$ cat src/include/iaois_consts.svh
// opcode fields, reset values and timing counts for the instruction slice
`ifndef IAOIS_CONSTS_SVH
`define IAOIS_CONSTS_SVH

// ----------------------------------------------------------------------
// opcode layout
// ----------------------------------------------------------------------
`define IAOIS_INSTR_W      14        // instruction word width
`define IAOIS_OPC_HI       13        // top bit of the six-bit opcode
`define IAOIS_OPC_LO       8         // bottom bit of the opcode
`define IAOIS_DEST_BIT     7         // destination select bit
`define IAOIS_ADDR_HI      6         // top bit of the file address
`define IAOIS_LIT_HI       7         // top bit of the literal

`define IAOIS_OPC_INC      6'h0A     // increment file
`define IAOIS_OPC_INCSZ    6'h0F     // increment, skip on zero
`define IAOIS_OPC_ORL      6'h1A     // or literal into accumulator
`define IAOIS_OPC_ORW      6'h04     // or accumulator with file

`define IAOIS_DEST_ACC     1'b0      // result goes to accumulator
`define IAOIS_DEST_FILE    1'b1      // result goes back to file

// ----------------------------------------------------------------------
// reset values and counts
// ----------------------------------------------------------------------
`define IAOIS_ACC_RST      8'h00     // accumulator after reset
`define IAOIS_ADDR_RST     7'h00     // write address after reset
`define IAOIS_ONE          8'h01     // increment step
`define IAOIS_SKIP_CYCLES  2         // cycles spent by a taken skip

`endif

$ cat src/include/iaois_pkg.sv
// shared types of the instruction slice
package iaois_pkg;

    // ------------------------------------------------------------------
    // decoded operation
    // ------------------------------------------------------------------
    typedef enum logic [2:0] {
        IAOIS_OP_NONE,                   // not handled by this slice
        IAOIS_OP_INC,                    // increment_file_op
        IAOIS_OP_INCSZ,                  // increment_skip_zero_op
        IAOIS_OP_ORL,                    // or_literal_into_acc_op
        IAOIS_OP_ORW                     // or_acc_with_file_op
    } iaois_op_t;

    // ------------------------------------------------------------------
    // sequencing state
    // ------------------------------------------------------------------
    typedef enum logic {
        IAOIS_ST_EXEC,                   // instructions execute normally
        IAOIS_ST_FILL                    // next one becomes a filler
    } iaois_state_t;

endpackage : iaois_pkg

$ cat src/rtl/iaois_alu.sv
// result and zero detect for the four operations of the slice
`include "iaois_consts.svh"

module iaois_alu #(
    parameter int DATA_W = 8
) (
    input  wire iaois_pkg::iaois_op_t op,
    input  wire logic [DATA_W-1:0] acc,
    input  wire logic [DATA_W-1:0] file_data,
    input  wire logic [DATA_W-1:0] literal,
    output logic      [DATA_W-1:0] result,
    output logic                   is_zero
);

    // ------------------------------------------------------------------
    // datapath
    // ------------------------------------------------------------------
    // both increments share one adder; the carry out is dropped on
    // purpose so FFh wraps to 00h
    wire logic [DATA_W-1:0] inc_sum = DATA_W'(file_data + DATA_W'(1));
    wire logic [DATA_W-1:0] orl_val = acc | literal;   // literal or
    wire logic [DATA_W-1:0] orw_val = acc | file_data; // file or

    // one result mux, selected by decoded operation
    always_comb begin
        case (op)
            iaois_pkg::IAOIS_OP_INC,
            iaois_pkg::IAOIS_OP_INCSZ: result = inc_sum;
            iaois_pkg::IAOIS_OP_ORL:   result = orl_val;
            iaois_pkg::IAOIS_OP_ORW:   result = orw_val;
            default:                   result = '0;
        endcase
    end

    // zero test on the full eight-bit result
    assign is_zero = (result == '0);

endmodule : iaois_alu

$ cat src/rtl/iaois_top.sv
// decode and execution of the increment and or instructions
//
// Notes on behaviour
// RULE1: increment adds one, one cycle, updates zero
// RULE2: destination bit 0 accumulator, 1 file
// RULE3: increment-skip stores result, flags untouched
// RULE4: zero result turns next instruction into filler
// RULE5: seven-bit file address plus destination bit
// RULE6: literal or into accumulator, zero, one cycle
// RULE7: accumulator or file, per destination, zero
// RULE8: zero flag set exactly on all-zero result
`include "iaois_consts.svh"

module iaois_top #(
    parameter int DATA_W = 8,
    parameter int ADDR_W = 7
) (
    input  wire logic                     clock,
    input  wire logic                     reset,
    input  wire logic                     instr_valid,
    input  wire logic [`IAOIS_INSTR_W-1:0] instr,
    input  wire logic [DATA_W-1:0]        file_rd_data,
    output logic      [DATA_W-1:0]        acc_reg,
    output logic                          zero_flag_reg,
    output logic                          file_wr_en_reg,
    output logic      [ADDR_W-1:0]        file_wr_addr_reg,
    output logic      [DATA_W-1:0]        file_wr_data_reg,
    output logic                          done_reg,
    output logic                          skip_pending_reg,
    output logic                          filler_reg
);

    // ------------------------------------------------------------------
    // instruction fields
    // ------------------------------------------------------------------
    wire logic [5:0]        opc     = instr[`IAOIS_OPC_HI:`IAOIS_OPC_LO];
    wire logic              dest    = instr[`IAOIS_DEST_BIT];
    // file address is the low seven bits, 00h to 7Fh
    wire logic [ADDR_W-1:0] f_addr  = instr[ADDR_W-1:0];      // see RULE5
    wire logic [DATA_W-1:0] literal = instr[`IAOIS_LIT_HI:0];

    // ------------------------------------------------------------------
    // decode
    // ------------------------------------------------------------------
    iaois_pkg::iaois_state_t state_reg;   // skip sequencing
    iaois_pkg::iaois_state_t state_next;  // next sequencing state
    iaois_pkg::iaois_op_t    op;          // decoded operation

    // the filler swallows whatever instruction follows a taken skip,
    // including ones this slice does not execute itself
    wire logic fill_now = instr_valid
                          && (state_reg == iaois_pkg::IAOIS_ST_FILL);
    wire logic exec_ok  = instr_valid && !fill_now;

    // opcode match; the literal form has no destination bit
    assign op = !exec_ok                      ? iaois_pkg::IAOIS_OP_NONE :
                (opc == `IAOIS_OPC_INC)       ? iaois_pkg::IAOIS_OP_INC :
                (opc == `IAOIS_OPC_INCSZ)     ? iaois_pkg::IAOIS_OP_INCSZ :
                (opc == `IAOIS_OPC_ORL)       ? iaois_pkg::IAOIS_OP_ORL :
                (opc == `IAOIS_OPC_ORW)       ? iaois_pkg::IAOIS_OP_ORW :
                                                iaois_pkg::IAOIS_OP_NONE;

    wire logic take_any  = (op != iaois_pkg::IAOIS_OP_NONE);
    wire logic take_incsz = (op == iaois_pkg::IAOIS_OP_INCSZ);
    wire logic take_orl  = (op == iaois_pkg::IAOIS_OP_ORL);
    // register forms route by the destination bit
    wire logic reg_form  = take_any && !take_orl;
    // every slice operation except the skipping increment moves zero
    wire logic z_update  = take_any && !take_incsz;           // see RULE3

    // ------------------------------------------------------------------
    // datapath
    // ------------------------------------------------------------------
    logic [DATA_W-1:0] alu_result;        // operation result
    logic              alu_zero;          // result is all zeros

    iaois_alu #(
        .DATA_W    (DATA_W)
    ) u_alu (
        .op        (op),
        .acc       (acc_reg),
        .file_data (file_rd_data),
        .literal   (literal),
        .result    (alu_result),
        .is_zero   (alu_zero)
    );

    // destination steering
    wire logic to_file = reg_form && (dest == `IAOIS_DEST_FILE); // see RULE2
    wire logic to_acc  = take_orl
                         || (reg_form && (dest == `IAOIS_DEST_ACC));

    wire logic [DATA_W-1:0] acc_next  = to_acc ? alu_result : acc_reg;
    // zero flag tracks the result only where the operation says so
    wire logic zero_next = z_update ? alu_zero : zero_flag_reg; // see RULE8

    // ------------------------------------------------------------------
    // skip sequencing
    // ------------------------------------------------------------------
    // a wrapped skipping increment arms the filler; the filler cycle
    // itself returns to normal, so the skip costs two valid instruction cycles
    always_comb begin
        state_next = state_reg;
        case (state_reg)
            iaois_pkg::IAOIS_ST_EXEC: begin
                if (take_incsz && alu_zero) begin               // see RULE4
                    state_next = iaois_pkg::IAOIS_ST_FILL;
                end
            end
            iaois_pkg::IAOIS_ST_FILL: begin
                if (instr_valid) begin
                    state_next = iaois_pkg::IAOIS_ST_EXEC;
                end
            end
            default: state_next = iaois_pkg::IAOIS_ST_EXEC;
        endcase
    end

    // ------------------------------------------------------------------
    // architectural state
    // ------------------------------------------------------------------
    // accumulator, zero flag and sequencing state
    always_ff @(posedge clock) begin
        if (reset) begin
            acc_reg       <= `IAOIS_ACC_RST;
            zero_flag_reg <= 1'b0;
            state_reg     <= iaois_pkg::IAOIS_ST_EXEC;
        end else begin
            acc_reg       <= acc_next;                 // see RULE1
            zero_flag_reg <= zero_next;                // see RULE6
            state_reg     <= state_next;
        end
    end

    // ------------------------------------------------------------------
    // file write port and status pulses
    // ------------------------------------------------------------------
    // write strobe is a one-cycle pulse; address and data hold
    always_ff @(posedge clock) begin
        if (reset) begin
            file_wr_en_reg   <= 1'b0;
            file_wr_addr_reg <= `IAOIS_ADDR_RST;
            file_wr_data_reg <= `IAOIS_ACC_RST;
            done_reg         <= 1'b0;
            filler_reg       <= 1'b0;
        end else begin
            file_wr_en_reg   <= to_file;               // see RULE7
            if (to_file) begin
                file_wr_addr_reg <= f_addr;            // see RULE5
                file_wr_data_reg <= alu_result;
            end
            done_reg         <= take_any;
            filler_reg       <= fill_now;              // see RULE4
        end
    end

    // mirror of the armed filler for the program sequencer
    assign skip_pending_reg = (state_reg == iaois_pkg::IAOIS_ST_FILL);
endmodule : iaois_top

$ cat config.mk
export PLATFORM = sky130hd
export DESIGN_NAME = iaois_top
export DESIGN_NICKNAME = d
export VERILOG_FILES = /design/src/include/iaois_pkg.sv /design/src/rtl/iaois_alu.sv /design/src/rtl/iaois_top.sv
export VERILOG_INCLUDE_DIRS = /design/src /design/src/include
export SDC_FILE = /design/constraint.sdc
export NUM_CORES = 1
export LEC_CHECK = 0
export BUFFER_PORTS_ARGS = -buffer_cell sky130_fd_sc_hd__buf_4
export CAP_MARGIN = 10
export CORE_AREA = 2 2 76 78
export CTS_CLUSTER_SIZE = 12
export DETAILED_ROUTE_END_ITERATION = 16
export DIE_AREA = 0 0 78 80
export PLACE_DENSITY = 0.53
export SLEW_MARGIN = 30
export SYNTH_ARGS = -nofsm -noshare
export SYNTH_HDL_FRONTEND = slang
export SYNTH_SLANG_ARGS = --single-unit
export TNS_END_PERCENT = 10
$ cat constraint.sdc
create_clock -name clock -period 2.2 [get_ports clock]
set_input_delay 0.44 -clock clock [delete_from_list [all_inputs] [get_ports clock]]
set_output_delay 0.44 -clock clock [all_outputs]
set_load 0.05 [all_outputs]
==> metrics.md, run 1 <==
| Metric | Value |
|---|---|
| Run status | completed |
| Hold Startpoint | instr_valid |
| Row cnt | 27 |
| Vias in the first global route | 1423 |
| DPL Wire Length | 3380 um |
| Drt pass-1 iters | 4 |
| Unrepaired setup endpoints after global routing | false |
| Post-CTS sizing | 0 |
| Worst Path Required | ~2.4 ns |
| Critical Path AT | 2.08 ns |
| DRC errors left | 0 |
| Fmax achieved | 0.536 GHz |
| Initial antenna violation count | 0 |
| Post-synthesis cell count | 180 |
| DR iter-0 viols | 56 |
| Final total power | ~1.1 mW |
| Ratio of cells with drive above 1 in the final layout | 0.326 |
| Critical path type | input port to register |
| HP Class | input port to register |
| Leakage | ~0.8 nW |
| Sequential area share after synthesis | 0.385 |
| Clk Latency, worst-skew pair | 0.28 ns |
| Final setup fails | 0 |
| Post-synth top flop | dfxtp_1 |
| Post-CTS Setup Bufs | 0 |
| Synth top cells by count | dfxtp_1, nor2_1, nand2_1, a21oi_1, a211oi_1 |
| Final setup TNS | 0 ns |
| Yosys cell types | 37 |
| Ys Warns | 0 |
| Power per standard cell area | 526 nW/um2 |
| CTS tree | done |
| Tmin final | 1.86 ns |
| Mapped Nets | 206 |
| Crit share post-route | 0.848 |
| Area grow syn2layout | 41.5% |
| Most frequent cell after synthesis | dfxtp_1 |
| First-pass GRT wire length | 6990 um |
| Ys async rst share | 0 |
| WL/cell | 13.7 um |
| TritonCTS Buffers | 3 |
| # port buffers | 52 |
| Core footprint | between 5000 and 6000 um2 |
| Max Cap Violations | 0 |
| Worst Setup End Kind | register |
| Synthesis-stage register bit count | 28 |
| Die Y | 80 um |
| Largest net degree at the start of global routing | 29 |
| Die width | about 78 um |
| Clock Pin Slew Worst Setup and Hold Paths | ~0.1 ns |
| Synth area leaders | dfxtp_1, a211oi_1, nor2_1 |
| Pins Over Slew Limit | 0 |
| Root Driver | clkbuf_8 |
| RD Place Congestion | about 0.85 |
| Yosys top cell by area | dfxtp_1 |
| Top-area cell type share of the netlist area | 0.385 |
| Clock sinks | 28 |
| Worst r2r src | skip_pending_reg |
| Worst-margin pin slew | about 0.39 ns |
| Crit-path max FO | 8 |
| Die area | 6240 um2 |
| Peak VDD IR | just under 0.3 mV |
| Setup Skew | 0.00447 ns |
| Hold Fails Final Rpt | 0 |
| Startpoint types | input port |
| Detailed-route via count | between 1000 and 1500 |
| Htree depth | 1 |
| Gr usage total | 0.143 |
| Hold_buf cts | 0 |
| Critical Path Source | instr[12] |
| DR vias/cell | 4.72 |
| Post-Route WL | between 4000 and 5000 um |
| Post-synth EDFFs | 0 |
| Grt ovf | 0 |
| Post-layout net count | between 200 and 300 |
| DRT antenna net count | 0 |
| Starting Density | 0.270 |
| Synth Area per Inst | 8.10 um2 |
| Antenna Cells | 0 |
| Boundary Pins | 53 |
| Mapped cell area | 1460 um2 |
| CTS max path bufs | 2 |
| Max-slew headroom | 0.740 |
## stage by stage
stage	instance area (um2)	utilization	hold slack [ns]	cells	setup WS [ns]
after floorplan	1460	-	0.552	180	0.351
after detailed placement	1990	0.369	0.452	307	0.0405
after global routing	2060	0.382	0.370	311	0.213
after CTS	2060	0.382	0.362	311	0.349
after global placement	1990	0.369	0.446	307	0.0918
final	2060	0.382	0.370	311	0.335
## area by class of cell
cell class | count | area, um2
Sequential cell | 28 | 561
Fill cell | 595 | 3340
Inverter | 7 | 26.3
Clock buffer | 3 | 41.3
Multi-Input combinational cell | 138 | 837
Timing Repair Buffer | 62 | 478
Clock inverter | 1 | 30.0
Tap cell | 72 | 90.1
## layout by cell type (no fill, tap or decap), types with 5 or more instances in the layout
cell and instances:
a31oi_1 5, a21oi_1 17, nor2_1 26, dfxtp_1 28, nand2_1 25, a211oi_1 16
buf_4 61, inv_1 7, nand3_1 5
## kinds of logic (layout without fill, tap and decap cells)
group,count (synthesis),after routing,synth area share
buffers and inverters,14,73,0.0412
AND/OR/NAND/NOR,81,81,0.293
AO/OA/AOI/OAI,50,50,0.237
adder cells (fa/ha/maj),1,1,0.00858
flip-flops,28,28,0.385
XOR/XNOR,6,6,0.0361
## final timing paths
kind / endpoint / slack (ns) / cells after the start
min: skip_pending_reg / 0.37 / 2
max reg2reg: acc_reg[7] / 0.42 / 7
max: skip_pending_reg / 0.34 / 7
min reg2reg: file_wr_addr_reg[6] / 0.46 / 2
## metal layers
metal,GRT usage,up-vias,routed length [um],part of all wire
li1,-,762,-,-
met1,0.179,666,2000,0.47
met2,0.247,36,2050,0.48
met3,0.0249,4,177,0.041
met4,0.0474,0,43,0.010
met5,0,-,0,0
## worst max-delay path, cell delays in order
cell and delay [ns]:
buf_4 0.14, or4b_1 0.70, a21oi_2 0.19, nor2_1 0.07
a221oi_4 0.27, nand4_1 0.14, o22ai_1 0.13
## power breakdown
group	switching (mW)	internal, mW
combinational	0.0892	0.0674
sequential	0.00427	0.512
clock	0.169	0.244
total	0.262	0.824
Note: power is estimated with default switching activity, not from simulation.
==> run 2: changes to the inputs <==
- PLACE_DENSITY: 0.53 -> 0.55
- clock period: 2.2 -> 1.7 ns (I/O delays scaled with it)
==> run 2 against run 1 <==
  * The run now ends with setup timing left
  * Non-clock buffer count increased by 28
  * Hold slack got worse by 0.062 ns
  * Die area unchanged
  * Critical endpoint is now acc_reg[2]
  * Critical path depth increased by 1
  * Power increased by 35%
  * Register-to-register slack got worse by 0.50 ns
  * Sequential power increased by 29%
  * Utilization increased by 7.0 points
==> metrics.md, run 2 (synthesis gave the netlist of run 1 again) <==
| Metric | Value |
|---|---|
| DRT antenna net count | 0 |
| Worst-margin pin slew | ~0.38 ns |
| Run status | complete, but fails checks |
| Root Driver | clkbuf_8 |
| Detailed-route via count | 1631 |
| Fin cells | 339 |
| DR iter-0 viols | 69 |
| Leakage | 0.992 nW |
| Gr usage total | 0.149 |
| Power per standard cell area | 599 nW/um2 |
| Max Cap Violations | 0 |
| Most common cell after layout, fill and taps aside | buf_4 |
| Starting Density | 0.270 |
| Final setup fails | 15 |
| Htree depth | 1 |
| Finished Core Util | 0.452 |
| Peak VDD IR | 0.317 mV |
| Area after DPL | 2180 um2 |
| Sw Share | 0.249 |
| DRC errors left | 0 |
| PnR worst setup slack | -0.0840 ns |
| Tmin final | approximately 1.8 ns |
| Unrepaired setup endpoints after global routing | true |
| Pins Over Slew Limit | 0 |
| Violated checks | setup timing |
| Fmax achieved | 0.561 GHz |
| R2R cell count | 8 |
| # port buffers | 52 |
| Initial antenna violation count | 0 |
| Reg power frac | 0.457 |
| Clk pwr share | 0.371 |
| Crit share post-route | 1.05 |
| Antenna Cells | 0 |
| Worst Path Required | 1.86 ns |
| Crit-path max FO | 8 |
| Vias in the first global route | between 1500 and 2000 |
| Worst Setup End Kind | register |
| Post-layout net count | ~290 |
| Combinational fraction of design power | 0.172 |
| Core footprint | 5410 um2 |
| Filler Cell Count | 560 |
| Clock Pin Slew Worst Setup and Hold Paths | 0.10 ns |
| Die Y | about 80 um |
| Pint | 1.10 mW |
| CTS max path bufs | 2 |
| TritonCTS Buffers | 3 |
| WL/cell | approximately 14 um |
| Hold_buf cts | 0 |
| P_sw | 0.365 mW |
| Critical Path AT | 1.95 ns |
| Die width | roughly 80 um |
| HP Class | input port to register |
| First-pass GRT wire length | around 7400 um |
| Startpoint types | register |
| Hold Slack | 0.308 ns |
| Hold path cells | 3 |
| DP Worst Slack | -0.293 ns |
| Area grow syn2layout | 67.5% |
| Boundary Pins | 53 |
| Ratio of cells with drive above 1 in the final layout | 0.442 |
| Grt ovf | 0 |
| DPL Wire Length | 3560 um |
| Clk Latency, worst-skew pair | 0.28 ns |
| Row cnt | 27 |
| Die area | 6240 um2 |
| Cell area after layout | 2440 um2 |
| Placed cells | ~330 |
| Hold Fails Final Rpt | 0 |
| Drt pass-1 iters | 4 |
| Post-Route WL | ~4800 um |
| RD Place Congestion | 0.873 |
| DR vias/cell | 4.81 |
| Critical path type | register to register |
| Clock sinks | 28 |
| Largest net degree at the start of global routing | 29 |
| Max-slew headroom | 0.749 |
| Setup Skew | 0.00424 ns |
| CTS tree | done |
| Commonest cells after routing, fill and taps aside | buf_4, dfxtp_1, nor2_1, nand2_1, a21oi_1 |
[run 2: changes by cell type in the layout (fill, tap and decap cells not counted), moves of 2 or more]
cell / delta
a211oi_1: -6
a211oi_2: +6
buf_12: +3
buf_4: +19
buf_6: +4
nor3_1: -2
nor3_2: +2
nor3b_2: -2
nor3b_4: +2
[run 2: repair_timing]
item,in CTS,in global routing
pin swaps,2,11
buffers inserted,0,8
gates cloned,0,1
resized for setup,3,18
setup endpoints to repair,5,25
[run 2: routing by layer]
layer | up-vias | wire length (um) | track usage
met5 | - | 0 | 0
met4 | 0 | 28 | 0.0316
met3 | 4 | 211 | 0.0226
met2 | 45 | 2410 | 0.273
met1 | 764 | 2130 | 0.184
li1 | 818 | - | -
[run 2: metrics by stage]
stage | setup TNS, ns | power [mW]
finish | -0.911 | 1.46
global placement | -3.83 | 0.918
floorplan | -0.0640 | 0.788
global route | -3.10 | 1.53
detailed placement | -4.71 | 0.920
CTS | -0.0172 | 1.46
[run 2: final timing paths]
check                 startpoint                  end  slack, ns
max             skip_pending_reg           acc_reg[2]      -0.08
min                     instr[3]  file_wr_addr_reg[3]       0.31
max reg2reg     skip_pending_reg           acc_reg[2]      -0.08
min reg2reg  file_wr_addr_reg[5]  file_wr_addr_reg[5]       0.46
[run 2: layout make-up]
cell class,count,area (um2),share of cell area
Multi-Input combinational cell,138,926,0.379
Timing Repair Buffer,90,766,0.314
Sequential cell,28,562,0.230
Tap cell,72,90.1,0.0369
Clock buffer,3,41.3,0.0169
Clock inverter,1,30.0,0.0123
Inverter,7,26.3,0.0108
[run 2: power by group through the flow]
stage / clock network (mW) / registers (mW) / logic [mW]
after floorplan: 0 / 0.709 / 0.0787
after global placement: 0 / 0.684 / 0.234
after detailed placement: 0 / 0.684 / 0.236
after CTS: 0.553 / 0.669 / 0.239
after global routing: 0.582 / 0.670 / 0.272
final: 0.543 / 0.669 / 0.252
[run 2: critical path, stage by stage, from the launching register on]
cell	delay, ns
dfxtp_2	0.36
buf_6	0.12
nor4b_4	0.38
nand2_2	0.12
buf_6	0.14
o22ai_4	0.20
buf_6	0.13
clkbuf_16	0.14
a211oi_1	0.07
